<file path="src/wcf_regs.svh">
/*
 * register offsets, field positions, reset values and timing counts of the
 * write checksum framer.
 * assumes: included by bare name from the package and the design modules.
 */
`ifndef WCF_REGS_SVH
`define WCF_REGS_SVH

// ==========================================================================
// register offsets (byte addresses, one word each)
`define WCF_OFF_CTRL      8'h00
`define WCF_OFF_MODE5     8'h04
`define WCF_OFF_PAGE3     8'h08
`define WCF_OFF_INT_STAT  8'h0c
`define WCF_OFF_INT_MASK  8'h10
`define WCF_OFF_LAST_CRC  8'h14
`define WCF_OFF_ERR_CNT   8'h18

// ==========================================================================
// field positions
`define WCF_CTRL_CRC_EN   0
`define WCF_CTRL_ORG_X8   1
`define WCF_CTRL_MI_EN    2
`define WCF_MODE5_ERR_CLR 3
`define WCF_PAGE3_ERR     0
`define WCF_INT_CRC_ERR   0
`define WCF_INT_FRAME     1

// ==========================================================================
// reset values
`define WCF_CTRL_RST      3'h0
`define WCF_INT_MASK_RST  2'h0

// ==========================================================================
// frame and timing figures
`define WCF_CLK_PERIOD_NS 25
`define WCF_FRAME_UI      10
`define WCF_FULL_BEATS    8
`define WCF_CHOP_BEATS    4
`define WCF_ALERT_PW_CLK  6
`define WCF_ALERT_LAT_NS  13
`define WCF_ALERT_LAT_CLK \
  ((`WCF_ALERT_LAT_NS / `WCF_CLK_PERIOD_NS) < 1 ? 1 : (`WCF_ALERT_LAT_NS / `WCF_CLK_PERIOD_NS))
`define WCF_CRC_POLY      8'h07

`endif
</file>
<file path="src/wcf_pkg.sv">
/*
 * types shared by the write checksum framer modules.
 * assumes: wcf_regs.svh is on the include path.
 */
package wcf_pkg;
  `include "wcf_regs.svh"

  typedef logic [71:0] wcf_word_t;
  typedef logic [7:0]  wcf_crc_t;
  typedef logic [7:0]  wcf_addr_t;
  typedef logic [31:0] wcf_data_t;

  typedef enum logic [1:0] {
    WCF_IDLE  = 2'b00,
    WCF_RECV  = 2'b01,
    WCF_CHECK = 2'b10
  } wcf_state_e;
endpackage : wcf_pkg

</file>
<file path="src/wcf_crc_if.sv">
/*
 * request and answer between the framer and its checksum engine.
 * assumes: both ends share one clock; answer comes one cycle after request.
 */
interface wcf_crc_if;
  import wcf_pkg::*;
  logic      req;
  wcf_word_t word;
  logic      done;
  wcf_crc_t  crc;

  modport requester (output req, output word, input done, input crc);
  modport engine    (input req, input word, output done, output crc);
endinterface : wcf_crc_if

</file>
<file path="src/wcf_crc8.sv">
/*
 * checksum engine: x^8+x^2+x+1 over a 72-bit tree input, bit 0 first.
 * assumes: one request at a time; result registered, valid the next cycle.
 */
`include "wcf_regs.svh"

module wcf_crc8 (
  input  wire logic  mclk_i,  // clock
  input  wire logic  rst_n_i, // async reset, low
  wcf_crc_if.engine  crc_if   // request and answer
);
  import wcf_pkg::*;

  typedef struct packed {
    logic     done;
    wcf_crc_t crc;
  } wcf_crc_s;

  wcf_crc_s s_q;
  wcf_crc_s s_d;

  function automatic wcf_crc_t wcf_crc_calc(input wcf_word_t d);
    wcf_crc_t c;
    logic     fb;
    c = '0;
    for (int i = 0; i < 72; i++) begin
      fb = c[7] ^ d[i];
      c  = {c[6:0], 1'b0};
      if (fb) begin
        c = c ^ `WCF_CRC_POLY;
      end
    end
    return c;
  endfunction : wcf_crc_calc

  always_comb begin
    s_d      = s_q;
    s_d.done = crc_if.req;
    if (crc_if.req) begin
      s_d.crc = wcf_crc_calc(crc_if.word);
    end
  end

  always_ff @(posedge mclk_i or negedge rst_n_i) begin
    if (!rst_n_i) begin
      s_q <= '0;
    end else begin
      s_q <= s_d;
    end
  end

  assign crc_if.done = s_q.done;
  assign crc_if.crc  = s_q.crc;

  a_crc_done_follow: assert property (@(posedge mclk_i) disable iff (!rst_n_i)
    crc_if.req |=> crc_if.done && crc_if.crc == wcf_crc_calc($past(crc_if.word)))
    else $error("checksum answer missing or wrong");
endmodule : wcf_crc8

</file>
<file path="src/wcf_framer.sv">
/*
 * write checksum framer: receives write frames on the data lanes, rebuilds
 * the checksum tree input, checks the checksum and raises an alert pulse.
 * assumes: one transfer per clock, inputs synchronous to mclk_i, two idle
 * cycles between checked frames, register port strobes one cycle long.
 */
// What this block does
// - checksum covers chopped and full writes only
// - checksum switched by a control register bit
// - checked frames are always ten transfers
// - burst length chosen per frame when enabled
// - x4 chopped: sixteen data bits, rest ones
// - upper half data feeds lower tree inputs
// - x8 chopped: 36 inputs, transfers 4-7 ones
// - lower half mask lane used when enabled
// - upper half mask lane used when enabled
// - mismatch drives alert low six clocks
// - mismatch sets sticky bit and page status
`include "wcf_regs.svh"

module wcf_framer (
  input  wire logic             mclk_i,              // 40 MHz clock
  input  wire logic             rst_n_i,             // async reset, low
  input  wire logic             beat_valid_i,        // one transfer this cycle
  input  wire logic             frame_start_i,       // transfer 0 of a frame
  input  wire logic [7:0]       dq_i,                // data lanes
  input  wire logic             mask_inv_lane_n_i,   // mask/inversion lane
  input  wire logic             burst_chop_four_i,   // chopped burst, at start
  input  wire logic             burst_half_select_i, // upper half, at start
  output      logic             alert_n_o,           // alert drive value
  output      logic             alert_oe_o,          // alert driven low
  output      wcf_pkg::wcf_word_t wr_data_o,         // received code word
  output      logic             wr_valid_o,          // frame received pulse
  input  wire wcf_pkg::wcf_addr_t reg_addr_i,        // register address
  input  wire wcf_pkg::wcf_data_t reg_wdata_i,       // register write data
  input  wire logic             reg_wr_i,            // write strobe
  input  wire logic             reg_rd_i,            // read strobe
  output      wcf_pkg::wcf_data_t reg_rdata_o,       // read data, next cycle
  output      logic             irq_o                // level interrupt
);
  import wcf_pkg::*;

  // ========================================================================
  // state
  typedef struct packed {
    wcf_state_e st;
    logic [3:0] beat;
    logic       chop;
    logic       half;
    wcf_word_t  buf_w;
    wcf_crc_t   rx_crc;
    wcf_crc_t   calc_crc;
    logic [2:0] ctrl;
    logic       err_clr;
    logic       page_err;
    logic [1:0] int_stat;
    logic [1:0] int_mask;
    logic [7:0] err_cnt;
    logic [3:0] alert_cnt;
    wcf_word_t  wr_data;
    logic       wr_valid;
    wcf_data_t  rdata;
  } wcf_framer_s;

  wcf_framer_s s_q;
  wcf_framer_s s_d;
  wcf_crc_if   crc_if ();

  wcf_crc8 u_crc (
    .mclk_i  (mclk_i),
    .rst_n_i (rst_n_i),
    .crc_if  (crc_if)
  );

  // ========================================================================
  // helpers
  function automatic logic [3:0] wcf_last_beat(input logic crc_en, input logic chop);
    if (crc_en) begin
      return 4'(`WCF_FRAME_UI - 1);
    end
    return chop ? 4'(`WCF_CHOP_BEATS - 1) : 4'(`WCF_FULL_BEATS - 1);
  endfunction : wcf_last_beat

  // lane l, transfer t sits at bit l*8+t; lane 8 is the mask/inversion lane
  function automatic wcf_word_t wcf_tree(input wcf_word_t w, input logic x8,
                                         input logic chop, input logic mi_en);
    wcf_word_t t;
    t = w;
    if (chop) begin
      // upper-half data already arrives in transfers 0..3 and so lands on
      // tree inputs 3..0 of each lane; the other nibble is padding
      for (int l = 0; l < 9; l++) begin
        t[l*8 + 4 +: 4] = 4'hf;
      end
    end
    if (!mi_en) begin
      t[71:64] = 8'hff;
    end
    if (!x8) begin
      t[71:32] = '1;
    end
    return t;
  endfunction : wcf_tree

  function automatic logic wcf_hit(input wcf_addr_t a, input wcf_addr_t off);
    return a == off;
  endfunction : wcf_hit

  // ========================================================================
  // next state
  logic [3:0] last_beat;
  logic       crc_en;
  logic       x8;
  logic       mi_en;
  logic       err_ev;
  logic       frame_ev;

  assign crc_en = s_q.ctrl[`WCF_CTRL_CRC_EN];
  assign x8     = s_q.ctrl[`WCF_CTRL_ORG_X8];
  assign mi_en  = s_q.ctrl[`WCF_CTRL_MI_EN];

  always_comb begin
    s_d       = s_q;
    last_beat = wcf_last_beat(crc_en, s_q.chop);
    err_ev    = 1'b0;
    frame_ev  = 1'b0;
    crc_if.req  = 1'b0;
    crc_if.word = wcf_tree(s_q.buf_w, x8, s_q.chop, mi_en);
    s_d.wr_valid = 1'b0;
    s_d.rdata    = '0;

    case (s_q.st)
      WCF_IDLE: begin
        if (beat_valid_i && frame_start_i) begin
          s_d.chop  = burst_chop_four_i;
          s_d.half  = burst_half_select_i;
          s_d.buf_w = '1;
          for (int l = 0; l < 8; l++) begin
            s_d.buf_w[l*8] = dq_i[l];
          end
          s_d.buf_w[64] = mask_inv_lane_n_i;
          s_d.beat      = 4'h1;
          s_d.st        = WCF_RECV;
        end
      end
      WCF_RECV: begin
        if (beat_valid_i) begin
          s_d.beat = s_q.beat + 4'h1;
          if (s_q.beat < 4'(`WCF_FULL_BEATS)) begin
            for (int l = 0; l < 8; l++) begin
              s_d.buf_w[l*8 + 32'(s_q.beat)] = dq_i[l];
            end
            s_d.buf_w[64 + 32'(s_q.beat)] = mask_inv_lane_n_i;
          end else if (s_q.beat == 4'(`WCF_FULL_BEATS)) begin
            s_d.rx_crc = x8 ? dq_i : {s_q.rx_crc[7:4], dq_i[3:0]};
          end else begin
            s_d.rx_crc[7:4] = x8 ? s_q.rx_crc[7:4] : dq_i[3:0];
          end
          if (s_q.beat == last_beat) begin
            s_d.wr_data  = wcf_tree(s_d.buf_w, 1'b1, s_q.chop, mi_en);
            s_d.wr_valid = 1'b1;
            frame_ev     = 1'b1;
            if (crc_en) begin
              s_d.st = WCF_CHECK;
            end else begin
              s_d.st = WCF_IDLE;
            end
          end
        end
      end
      WCF_CHECK: begin
        // tree snapshot is complete now; engine answers next cycle
        if (!crc_if.done) begin
          crc_if.req = 1'b1;
        end else begin
          s_d.calc_crc = crc_if.crc;
          err_ev       = crc_if.crc != s_q.rx_crc;
          s_d.st       = WCF_IDLE;
        end
      end
      default: begin
        s_d.st = WCF_IDLE;
      end
    endcase

    if (err_ev) begin
      s_d.alert_cnt = 4'(`WCF_ALERT_PW_CLK);
    end else if (s_q.alert_cnt != 4'h0) begin
      s_d.alert_cnt = s_q.alert_cnt - 4'h1;
    end

    // register writes; hardware set wins over a clear in the same cycle
    if (reg_wr_i) begin
      if (wcf_hit(reg_addr_i, `WCF_OFF_CTRL)) begin
        s_d.ctrl = reg_wdata_i[2:0];
      end
      if (wcf_hit(reg_addr_i, `WCF_OFF_MODE5) && !reg_wdata_i[`WCF_MODE5_ERR_CLR]) begin
        s_d.err_clr  = 1'b0;
        s_d.page_err = 1'b0;
      end
      if (wcf_hit(reg_addr_i, `WCF_OFF_INT_STAT)) begin
        s_d.int_stat = s_q.int_stat & ~reg_wdata_i[1:0];
      end
      if (wcf_hit(reg_addr_i, `WCF_OFF_INT_MASK)) begin
        s_d.int_mask = reg_wdata_i[1:0];
      end
      if (wcf_hit(reg_addr_i, `WCF_OFF_ERR_CNT)) begin
        s_d.err_cnt = 8'h00;
      end
    end
    if (err_ev) begin
      s_d.err_clr  = 1'b1;
      s_d.page_err = 1'b1;
      s_d.err_cnt  = s_q.err_cnt + 8'h01;
      s_d.int_stat[`WCF_INT_CRC_ERR] = 1'b1;
    end
    if (frame_ev) begin
      s_d.int_stat[`WCF_INT_FRAME] = 1'b1;
    end

    if (reg_rd_i) begin
      case (reg_addr_i)
        `WCF_OFF_CTRL:     s_d.rdata = {29'h0, s_q.ctrl};
        `WCF_OFF_MODE5:    s_d.rdata = {28'h0, s_q.err_clr, 3'h0};
        `WCF_OFF_PAGE3:    s_d.rdata = {31'h0, s_q.page_err};
        `WCF_OFF_INT_STAT: s_d.rdata = {30'h0, s_q.int_stat};
        `WCF_OFF_INT_MASK: s_d.rdata = {30'h0, s_q.int_mask};
        `WCF_OFF_LAST_CRC: s_d.rdata = {16'h0, s_q.rx_crc, s_q.calc_crc};
        `WCF_OFF_ERR_CNT:  s_d.rdata = {24'h0, s_q.err_cnt};
        default:           s_d.rdata = '0;
      endcase
    end
  end

  always_ff @(posedge mclk_i or negedge rst_n_i) begin
    if (!rst_n_i) begin
      s_q          <= '0;
      s_q.st       <= WCF_IDLE;
      s_q.ctrl     <= `WCF_CTRL_RST;
      s_q.int_mask <= `WCF_INT_MASK_RST;
    end else begin
      s_q <= s_d;
    end
  end

  // ========================================================================
  // outputs
  assign alert_n_o   = 1'b0;
  assign alert_oe_o  = s_q.alert_cnt != 4'h0;
  assign wr_data_o   = s_q.wr_data;
  assign wr_valid_o  = s_q.wr_valid;
  assign reg_rdata_o = s_q.rdata;
  assign irq_o       = |(s_q.int_stat & s_q.int_mask);

  // ========================================================================
  // checks
  a_alert_pulse_six: assert property (@(posedge mclk_i) disable iff (!rst_n_i)
    $rose(alert_oe_o) |-> alert_oe_o [*6] ##1 !alert_oe_o || $past(err_ev))
    else $error("alert pulse not six clocks");
  a_alert_on_err: assert property (@(posedge mclk_i) disable iff (!rst_n_i)
    err_ev |=> alert_oe_o && !alert_n_o)
    else $error("mismatch did not drive alert");
  a_sticky_set: assert property (@(posedge mclk_i) disable iff (!rst_n_i)
    err_ev |=> s_q.err_clr && s_q.page_err)
    else $error("sticky error bits not set");
  a_sticky_hold: assert property (@(posedge mclk_i) disable iff (!rst_n_i)
    s_q.err_clr && !(reg_wr_i && reg_addr_i == `WCF_OFF_MODE5) |=> s_q.err_clr)
    else $error("sticky bit fell without a write");
  a_err_cnt_inc: assert property (@(posedge mclk_i) disable iff (!rst_n_i)
    err_ev |=> s_q.err_cnt == $past(s_q.err_cnt) + 8'h01)
    else $error("error count not incremented");
  a_frame_ten: assert property (@(posedge mclk_i) disable iff (!rst_n_i)
    s_q.st == WCF_RECV && beat_valid_i && crc_en |=> wr_valid_o == (s_q.beat == 4'ha))
    else $error("checked frame not ten transfers");
  a_no_check_off: assert property (@(posedge mclk_i) disable iff (!rst_n_i)
    !crc_en && s_q.st != WCF_CHECK |-> !err_ev ##1 s_q.st != WCF_CHECK)
    else $error("check ran while disabled");
  a_tree_pad_chop: assert property (@(posedge mclk_i) disable iff (!rst_n_i)
    crc_if.req && s_q.chop |-> crc_if.word[7:4] == 4'hf && crc_if.word[71:68] == 4'hf)
    else $error("chopped padding not ones");
  a_tree_x4_ones: assert property (@(posedge mclk_i) disable iff (!rst_n_i)
    crc_if.req && !x8 |-> &crc_if.word[71:32])
    else $error("x4 upper tree inputs not ones");
  a_tree_mask_off: assert property (@(posedge mclk_i) disable iff (!rst_n_i)
    crc_if.req && !mi_en |-> &crc_if.word[71:64])
    else $error("mask lane used while disabled");
  a_read_latency: assert property (@(posedge mclk_i) disable iff (!rst_n_i)
    reg_rd_i && reg_addr_i == `WCF_OFF_CTRL |=> reg_rdata_o == {29'h0, $past(s_q.ctrl)})
    else $error("register read wrong");

  c_frame_chop: cover property (@(posedge mclk_i) disable iff (!rst_n_i)
    wr_valid_o && s_q.chop && crc_en);
  c_frame_full: cover property (@(posedge mclk_i) disable iff (!rst_n_i)
    wr_valid_o && !s_q.chop && crc_en);
  c_crc_err: cover property (@(posedge mclk_i) disable iff (!rst_n_i) err_ev);
  c_irq: cover property (@(posedge mclk_i) disable iff (!rst_n_i) $rose(irq_o));
endmodule : wcf_framer

</file>
<file path="config.mk">
export PLATFORM = sky130hd
export DESIGN_NAME = wcf_framer
export DESIGN_NICKNAME = d
export VERILOG_FILES = /design/src/wcf_pkg.sv /design/src/wcf_crc_if.sv /design/src/wcf_crc8.sv /design/src/wcf_framer.sv
export VERILOG_INCLUDE_DIRS = /design/src
export SDC_FILE = /design/constraint.sdc
export NUM_CORES = 1
export LEC_CHECK = 0
export ABC_AREA = 0
export BUFFER_PORTS_ARGS = -buffer_cell sky130_fd_sc_hd__buf_4
export CAP_MARGIN = 20
export CORE_MARGIN = 8
export CORE_UTILIZATION = 64
export CTS_BUF_LIST = sky130_fd_sc_hd__clkbuf_16
export DETAILED_ROUTE_END_ITERATION = 8
export PLACE_DENSITY_LB_ADDON = 0.2
export SYNTH_ARGS = -nofsm -noshare
export SYNTH_HDL_FRONTEND = slang
export SYNTH_SLANG_ARGS = --single-unit
</file>
<file path="constraint.sdc">
create_clock -name mclk_i -period 13.4 [get_ports mclk_i]
set_input_delay 0 -clock mclk_i [delete_from_list [all_inputs] [get_ports mclk_i]]
set_output_delay 0 -clock mclk_i [all_outputs]
set_load 0.1 [all_outputs]
</file>
# Yosys cells after proc, flatten, opt, wreduce, memory -nomap -nowiden
# Cells that the tools add are included.
[totals]
register_bits = 231
[classes]
magnitude_cmp = 19
n_reduce_logical = 37
bitwise = 146
add_sub_neg = 11
n_mux = 233
n_eq_ne = 17
[op_table]
columns = ["cell", "count"]
rows = [
  ["72-bit bitwise mux", 9],
  ["8-bit two-way mux", 77],
  ["3-bit two-way mux", 73],
  ["3-bit NOT", 71],
  ["80-bit two-way mux", 2],
  ["72-bit case mux with 2 select lines", 1],
  ["16-bit case mux with 7 select lines", 1],
  ["4-bit two-way mux", 25],
  ["72-bit two-way mux", 1],
  ["1-bit XOR", 71],
  ["1-bit demux with 7-bit select", 8],
  ["40-bit two-way mux", 1],
  ["7-bit by 8-bit < comparator with 1-bit output, second input constant", 4],
  ["6-bit by 4-bit adder with 7-bit output, first input constant", 4],
  ["7-bit by 1-bit >= comparator with 1-bit output, second input constant", 4],
  ["8-bit by 5-bit equality test with 1-bit output, second input constant", 3],
  ["1-bit two-way mux", 22],
  ["8-bit by 4-bit equality test with 1-bit output, second input constant", 2],
  ["6-bit by 8-bit < comparator with 1-bit output, second input constant", 2],
  ["16-bit two-way mux", 1],
  ["2-bit AND reduction", 8],
  ["2-bit nonzero test", 8],
  ["14-bit two-way mux", 1],
  ["2-bit two-way mux", 7],
  ["38 further kinds", 57],
]

# Logic depth before layout (Yosys ltp)
[logic_depth]
ltp_word = 215
ltp_mapped = 15
depth_no_buf = 12

# Hierarchy
# From an unflattened synthesis, not the netlist that was laid out.
[hier_totals]
cells_unflattened = 1253
hier_area_um2 = 13232.7
[by_module_without_submodules]
columns = ["mod", "cells_each", "seq_area_each_um2", "n_inst", "area_per_inst_um2"]
rows = [
  ["wcf_framer", 1050, 5104.9, 1, 10455.0],
  ["wcf_crc8", 203, 225.2, 1, 2777.7],
]

# Least setup slack after synthesis
# OpenSTA, ideal clock, no wires.
[synth_path]
kind = "reg-to-reg"
startpoint = "register s_q[215] in the netlist's numbering"
endpoint = "register u_crc.s_q, in the netlist u_crc.crc_if.crc[2]"
setup_time_ns = 0.127
required_time_ns = 13.273
path_slack_ns = 9.110
stages_incl_launch_ff = 14
arrival_time_ns = 4.163
cell_sequence = "dfrtp_1 buf_6 nor2_4 xnor3_1 xnor3_1 xnor3_1 xor2_1 xnor3_1 xnor2_1 xor3_1 xnor3_1 xnor3_1 xnor2_1 o21ai_1"
[synth_via]
elab_chain_cells = 121
word_cells_on_any_way = 264
classes_between = "142 x mux; 122 x bitwise"
[synth_lines]
columns = ["element", "line", "text"]
rows = [
  ["from (decl)", "wcf_framer.sv:65", "wcf_framer_s s_q;"],
  ["4-bit two-way mux", "wcf_framer.sv:89", "if (chop) begin"],
  ["1-bit XOR", "wcf_crc8.sv:27", "fb = c[7] ^ d[i];"],
  ["3-bit two-way mux", "wcf_crc8.sv:29", "if (fb) begin"],
  ["8-bit two-way mux", "wcf_crc8.sv:39", "if (crc_if.req) begin"],
  ["3-bit NOT (no line)", "--", ""],
  ["3-bit two-way mux", "wcf_crc8.sv:29", ""],
  ["8-bit two-way mux", "wcf_crc8.sv:39", ""],
  ["3-bit NOT (no line)", "--", ""],
  ["(+105 left out)", "--", ""],
  ["1-bit XOR", "wcf_crc8.sv:27", ""],
  ["3-bit two-way mux", "wcf_crc8.sv:29", ""],
  ["8-bit two-way mux", "wcf_crc8.sv:39", ""],
  ["3-bit NOT (no line)", "--", ""],
  ["3-bit two-way mux", "wcf_crc8.sv:29", ""],
  ["8-bit two-way mux", "wcf_crc8.sv:39", ""],
  ["3-bit NOT (no line)", "--", ""],
  ["3-bit two-way mux *", "wcf_crc8.sv:29", ""],
  ["to (signal assigned)", "wcf_crc8.sv:46", "s_q <= '0;"],
  ["to (signal assigned)", "wcf_crc8.sv:48", "s_q <= s_d;"],
  ["to (decl)", "wcf_crc8.sv:19", "wcf_crc_s s_q;"],
]
# Every way passes the cells marked *; elsewhere a longest branch is shown, timed or not. The select of a mux whose other input is x is not followed.
# A chain may end at the register's enable or synchronous reset.

# Worst setup path in the final report
# Same ends and word-level chain as after synthesis.

==> flow_summary_export.csv <==
group,metric,value,unit
synth,yosysSeqAreaShare,40.97,%
route,drc_errors,0,
critical_path,rr_worst_depth,13,
global_route,grt-ovfl-total,0,
timing,max-slew-margin-rel,27.91,%
critical_path,path_class,"reg -> reg",
global_route,grt_first_pass_wirelength,50800,um
layout,diodes,0,
timing,max_freq,0.2059,GHz
placement,globalplace.congestion,0.9072,
synth,synth_seq_cells,213,
route,drt_iter0_markers,713,
global_route,track_usage,25.81,%
floorplan,rows,52,
clocking,h-tree-depth,1,
critical_path,crit_arrival,5.23,ns
layout,fin_util,71.30,%
synth,syn_inst,1365,
clocking,cts_tree,"built",
route,routed-via-count,9359,
floorplan,coreArea,20100,um2
synth,synth_edf_count,0,
layout,drive_above_1_share,14.86,%
synth,synth.distinct_cells,50,
timing,report.final.setup_viol,0,
placement,dp_hpwl,22630,um
layout,fin_cells,1663,
timing,period_share,36.24,%
hold_path,min_to,"reg_rdata_o[0]",
critical_path,end_kind,"flop",
floorplan,fp.dieArea,25150,um2
global_route,grt_max_degree,99,
synth,syn_area_per_cell,9.532,um2
timing,report.final.hold_viol_count,0,
global_route,antenna_found_initial,0,
hold_path,hp-class,"in -> reg",
clocking,cts_buffers,23,
global_route,grt_pass1_vias,9352,
flow_run,maxCapViolCount,0,
synth,synth_flop_cell,"dfrtp_1",
placement,dp.cells,1592,
clocking,root_buffer,"clkbuf_16",
timing,finalMaxSlewViolations,0,
critical_path,r2r_end,"u_crc.crc_if.crc[2]",
timing,worst_pin_slew,1.073,ns
floorplan,die_w,158.6,um
synth,syn-cell-area,13010,um2
critical_path,critPathMaxFanout,60,
synth,ys_async_sr_fraction,100.0,%
hold_path,min_from,"reg_addr_i[1]",
floorplan,io_pins,165,
timing,fin_tns_setup,0,ns
clocking,cts.path.max_buffers,3,
timing,min_period,4.856,ns
critical_path,r2r-start,"s_q[215]",
floorplan,initial_core_util,64.72,%
route,wl,31610,um
layout,area_growth_syn_to_layout,10.17,%
clocking,clock_sinks,213,
clocking,cts_setup_buffers,0,
layout,final_common_cell,"nand2_1",
layout,layout.nets,1443,
floorplan,die-height,158.6,um
clocking,clock_latency,0.51,ns
critical_path,crit_path_start_kind,"flop",
route,vias_per_cell,5.628,
synth,yosysWarnings,0,
clocking,clk_pin_slew_worst_paths,0.06,ns
timing,skew,0.01654,ns
route,postRouteAntennaNets,0,
route,avgRoutedWirePerCell,19.00,um
route,firstDrtPassIters,5,
hold_path,min_path_cells,5,
layout,layout_common_cells,"nand2_1, dfrtp_1, buf_4",
timing,grt_setup_unrepaired,"false",
critical_path,worst-endpoint-required,13.78,ns
placement,numPortBuffers,118,
status,status,"completed",
critical_path,reg2reg_slack,8.54,ns
-- synth_stat cells, types with 3 or more instances --
master / instances / area share (%)
a2111oi_0: 23 / 1.5
a21oi_1: 13 / 0.50
a222oi_1: 3 / 0.23
a22oi_1: 5 / 0.29
a31oi_1: 7 / 0.34
and2_1: 28 / 1.3
and3_1: 16 / 0.77
buf_1: 13 / 0.38
buf_4: 105 / 6.1
clkbuf_1: 64 / 1.8
dfrtp_1: 213 / 41
ha_1: 9 / 0.87
inv_1: 13 / 0.38
mux2_2: 35 / 3.0
mux2i_1: 39 / 3.0
nand2_1: 229 / 6.6
nand2b_1: 7 / 0.34
nand3_1: 84 / 3.2
nand3b_1: 4 / 0.23
nor2_1: 117 / 3.4
nor2b_1: 14 / 0.67
nor3_1: 12 / 0.46
nor4_1: 3 / 0.14
o211ai_1: 4 / 0.23
o21ai_0: 72 / 2.8
o22a_1: 3 / 0.20
o31ai_1: 3 / 0.17
or3_1: 6 / 0.29
xnor2_1: 115 / 7.7
xnor3_1: 38 / 6.6
xor2_1: 39 / 2.6
xor3_1: 6 / 1.1
-- final cells by class --
class | instances | area [um2]
inverters | 13 | 48.80
multi-input cells | 970 | 6599
flip-flops and latches | 213 | 5330
clock inverters | 18 | 191.4
repair buffers | 156 | 1252
well taps | 270 | 337.8
fillers | 1508 | 5769
clock buffers | 23 | 575.6
-- critical path, cell delays in order, from the launching register on --
cell and delay [ns]:
dfrtp_1 0.43, buf_4 0.53, nor2_1 0.14, xnor2_1 0.28, xnor2_1 0.19, xnor3_1 0.38, xnor3_1 0.38, xnor3_1 0.53
xnor2_1 0.41, xnor3_1 0.45, xnor3_1 0.46, xnor3_1 0.28, xnor2_1 0.19, o21ai_1 0.08
-- routing by layer --
layer / track usage, % / routed length (um)
met4: 8.083 / 820
met3: 3.855 / 2490
met1: 36.53 / 13980
met2: 40.32 / 14310
met5: 0 / 0
-- per-stage QoR --
step | setup WS (ns) | hold slack, ns | instance area, um2
4_1_cts | 8.554 | 0.009633 | 14340
3_5_place_dp | 8.585 | 0.08350 | 13270
3_3_place_gp | 8.712 | 0.08080 | 13270
6_report | 8.544 | 0.04157 | 14340
2_1_floorplan | 9.110 | -0.2956 | 13070
5_1_grt | 8.266 | 0.08556 | 14340
-- cells by family (layout without fill, tap and decap cells) --
logic type                 after synthesis  after routing  synth area share (%)
and+or+nand+nor                        528            528                 17.94
xor gates and xnor gates               202            202                 18.66
other                                    1             17               0.02882
DFF                                    213            213                 40.97
adders and majority gates                9              9                0.8655
muxes                                   74             74                 6.029
AOI/OAI and AO/OA                      140            140                 6.693
buffers and inverters                  198            210                 8.818
-- flip-flops by register name, indices dropped and copies added (netlist names) --
name,count
mi_en,1
s_q,97
crc_if.word,16
wr_data_o,72
reg_rdata_o,16
u_crc.crc_if.done,1
crc_en,1
u_crc.crc_if.crc,8
wr_valid_o,1
-- timing repair --
action / in CTS / in global routing
hold endpoints to repair: 217 / 0
resized for setup: 0 / 0
hold buffers: 30 / 0
-- worst max path at each step --
stage | startpoint | to | slack, ns | cells after the start
2_1_floorplan | s_q[215] | u_crc.crc_if.crc[2] | 9.11 | 13
3_3_place_gp | s_q[215] | u_crc.crc_if.crc[2] | 8.71 | 13
3_5_place_dp | s_q[215] | u_crc.crc_if.crc[2] | 8.59 | 13
4_1_cts | s_q[215] | u_crc.crc_if.crc[2] | 8.55 | 13
5_1_grt | s_q[215] | u_crc.crc_if.crc[2] | 8.27 | 13
6_report | s_q[215] | u_crc.crc_if.crc[2] | 8.54 | 13
Power is not shown: default switching activity piles up to over one toggle a cycle in this logic, so the estimate is an artifact.
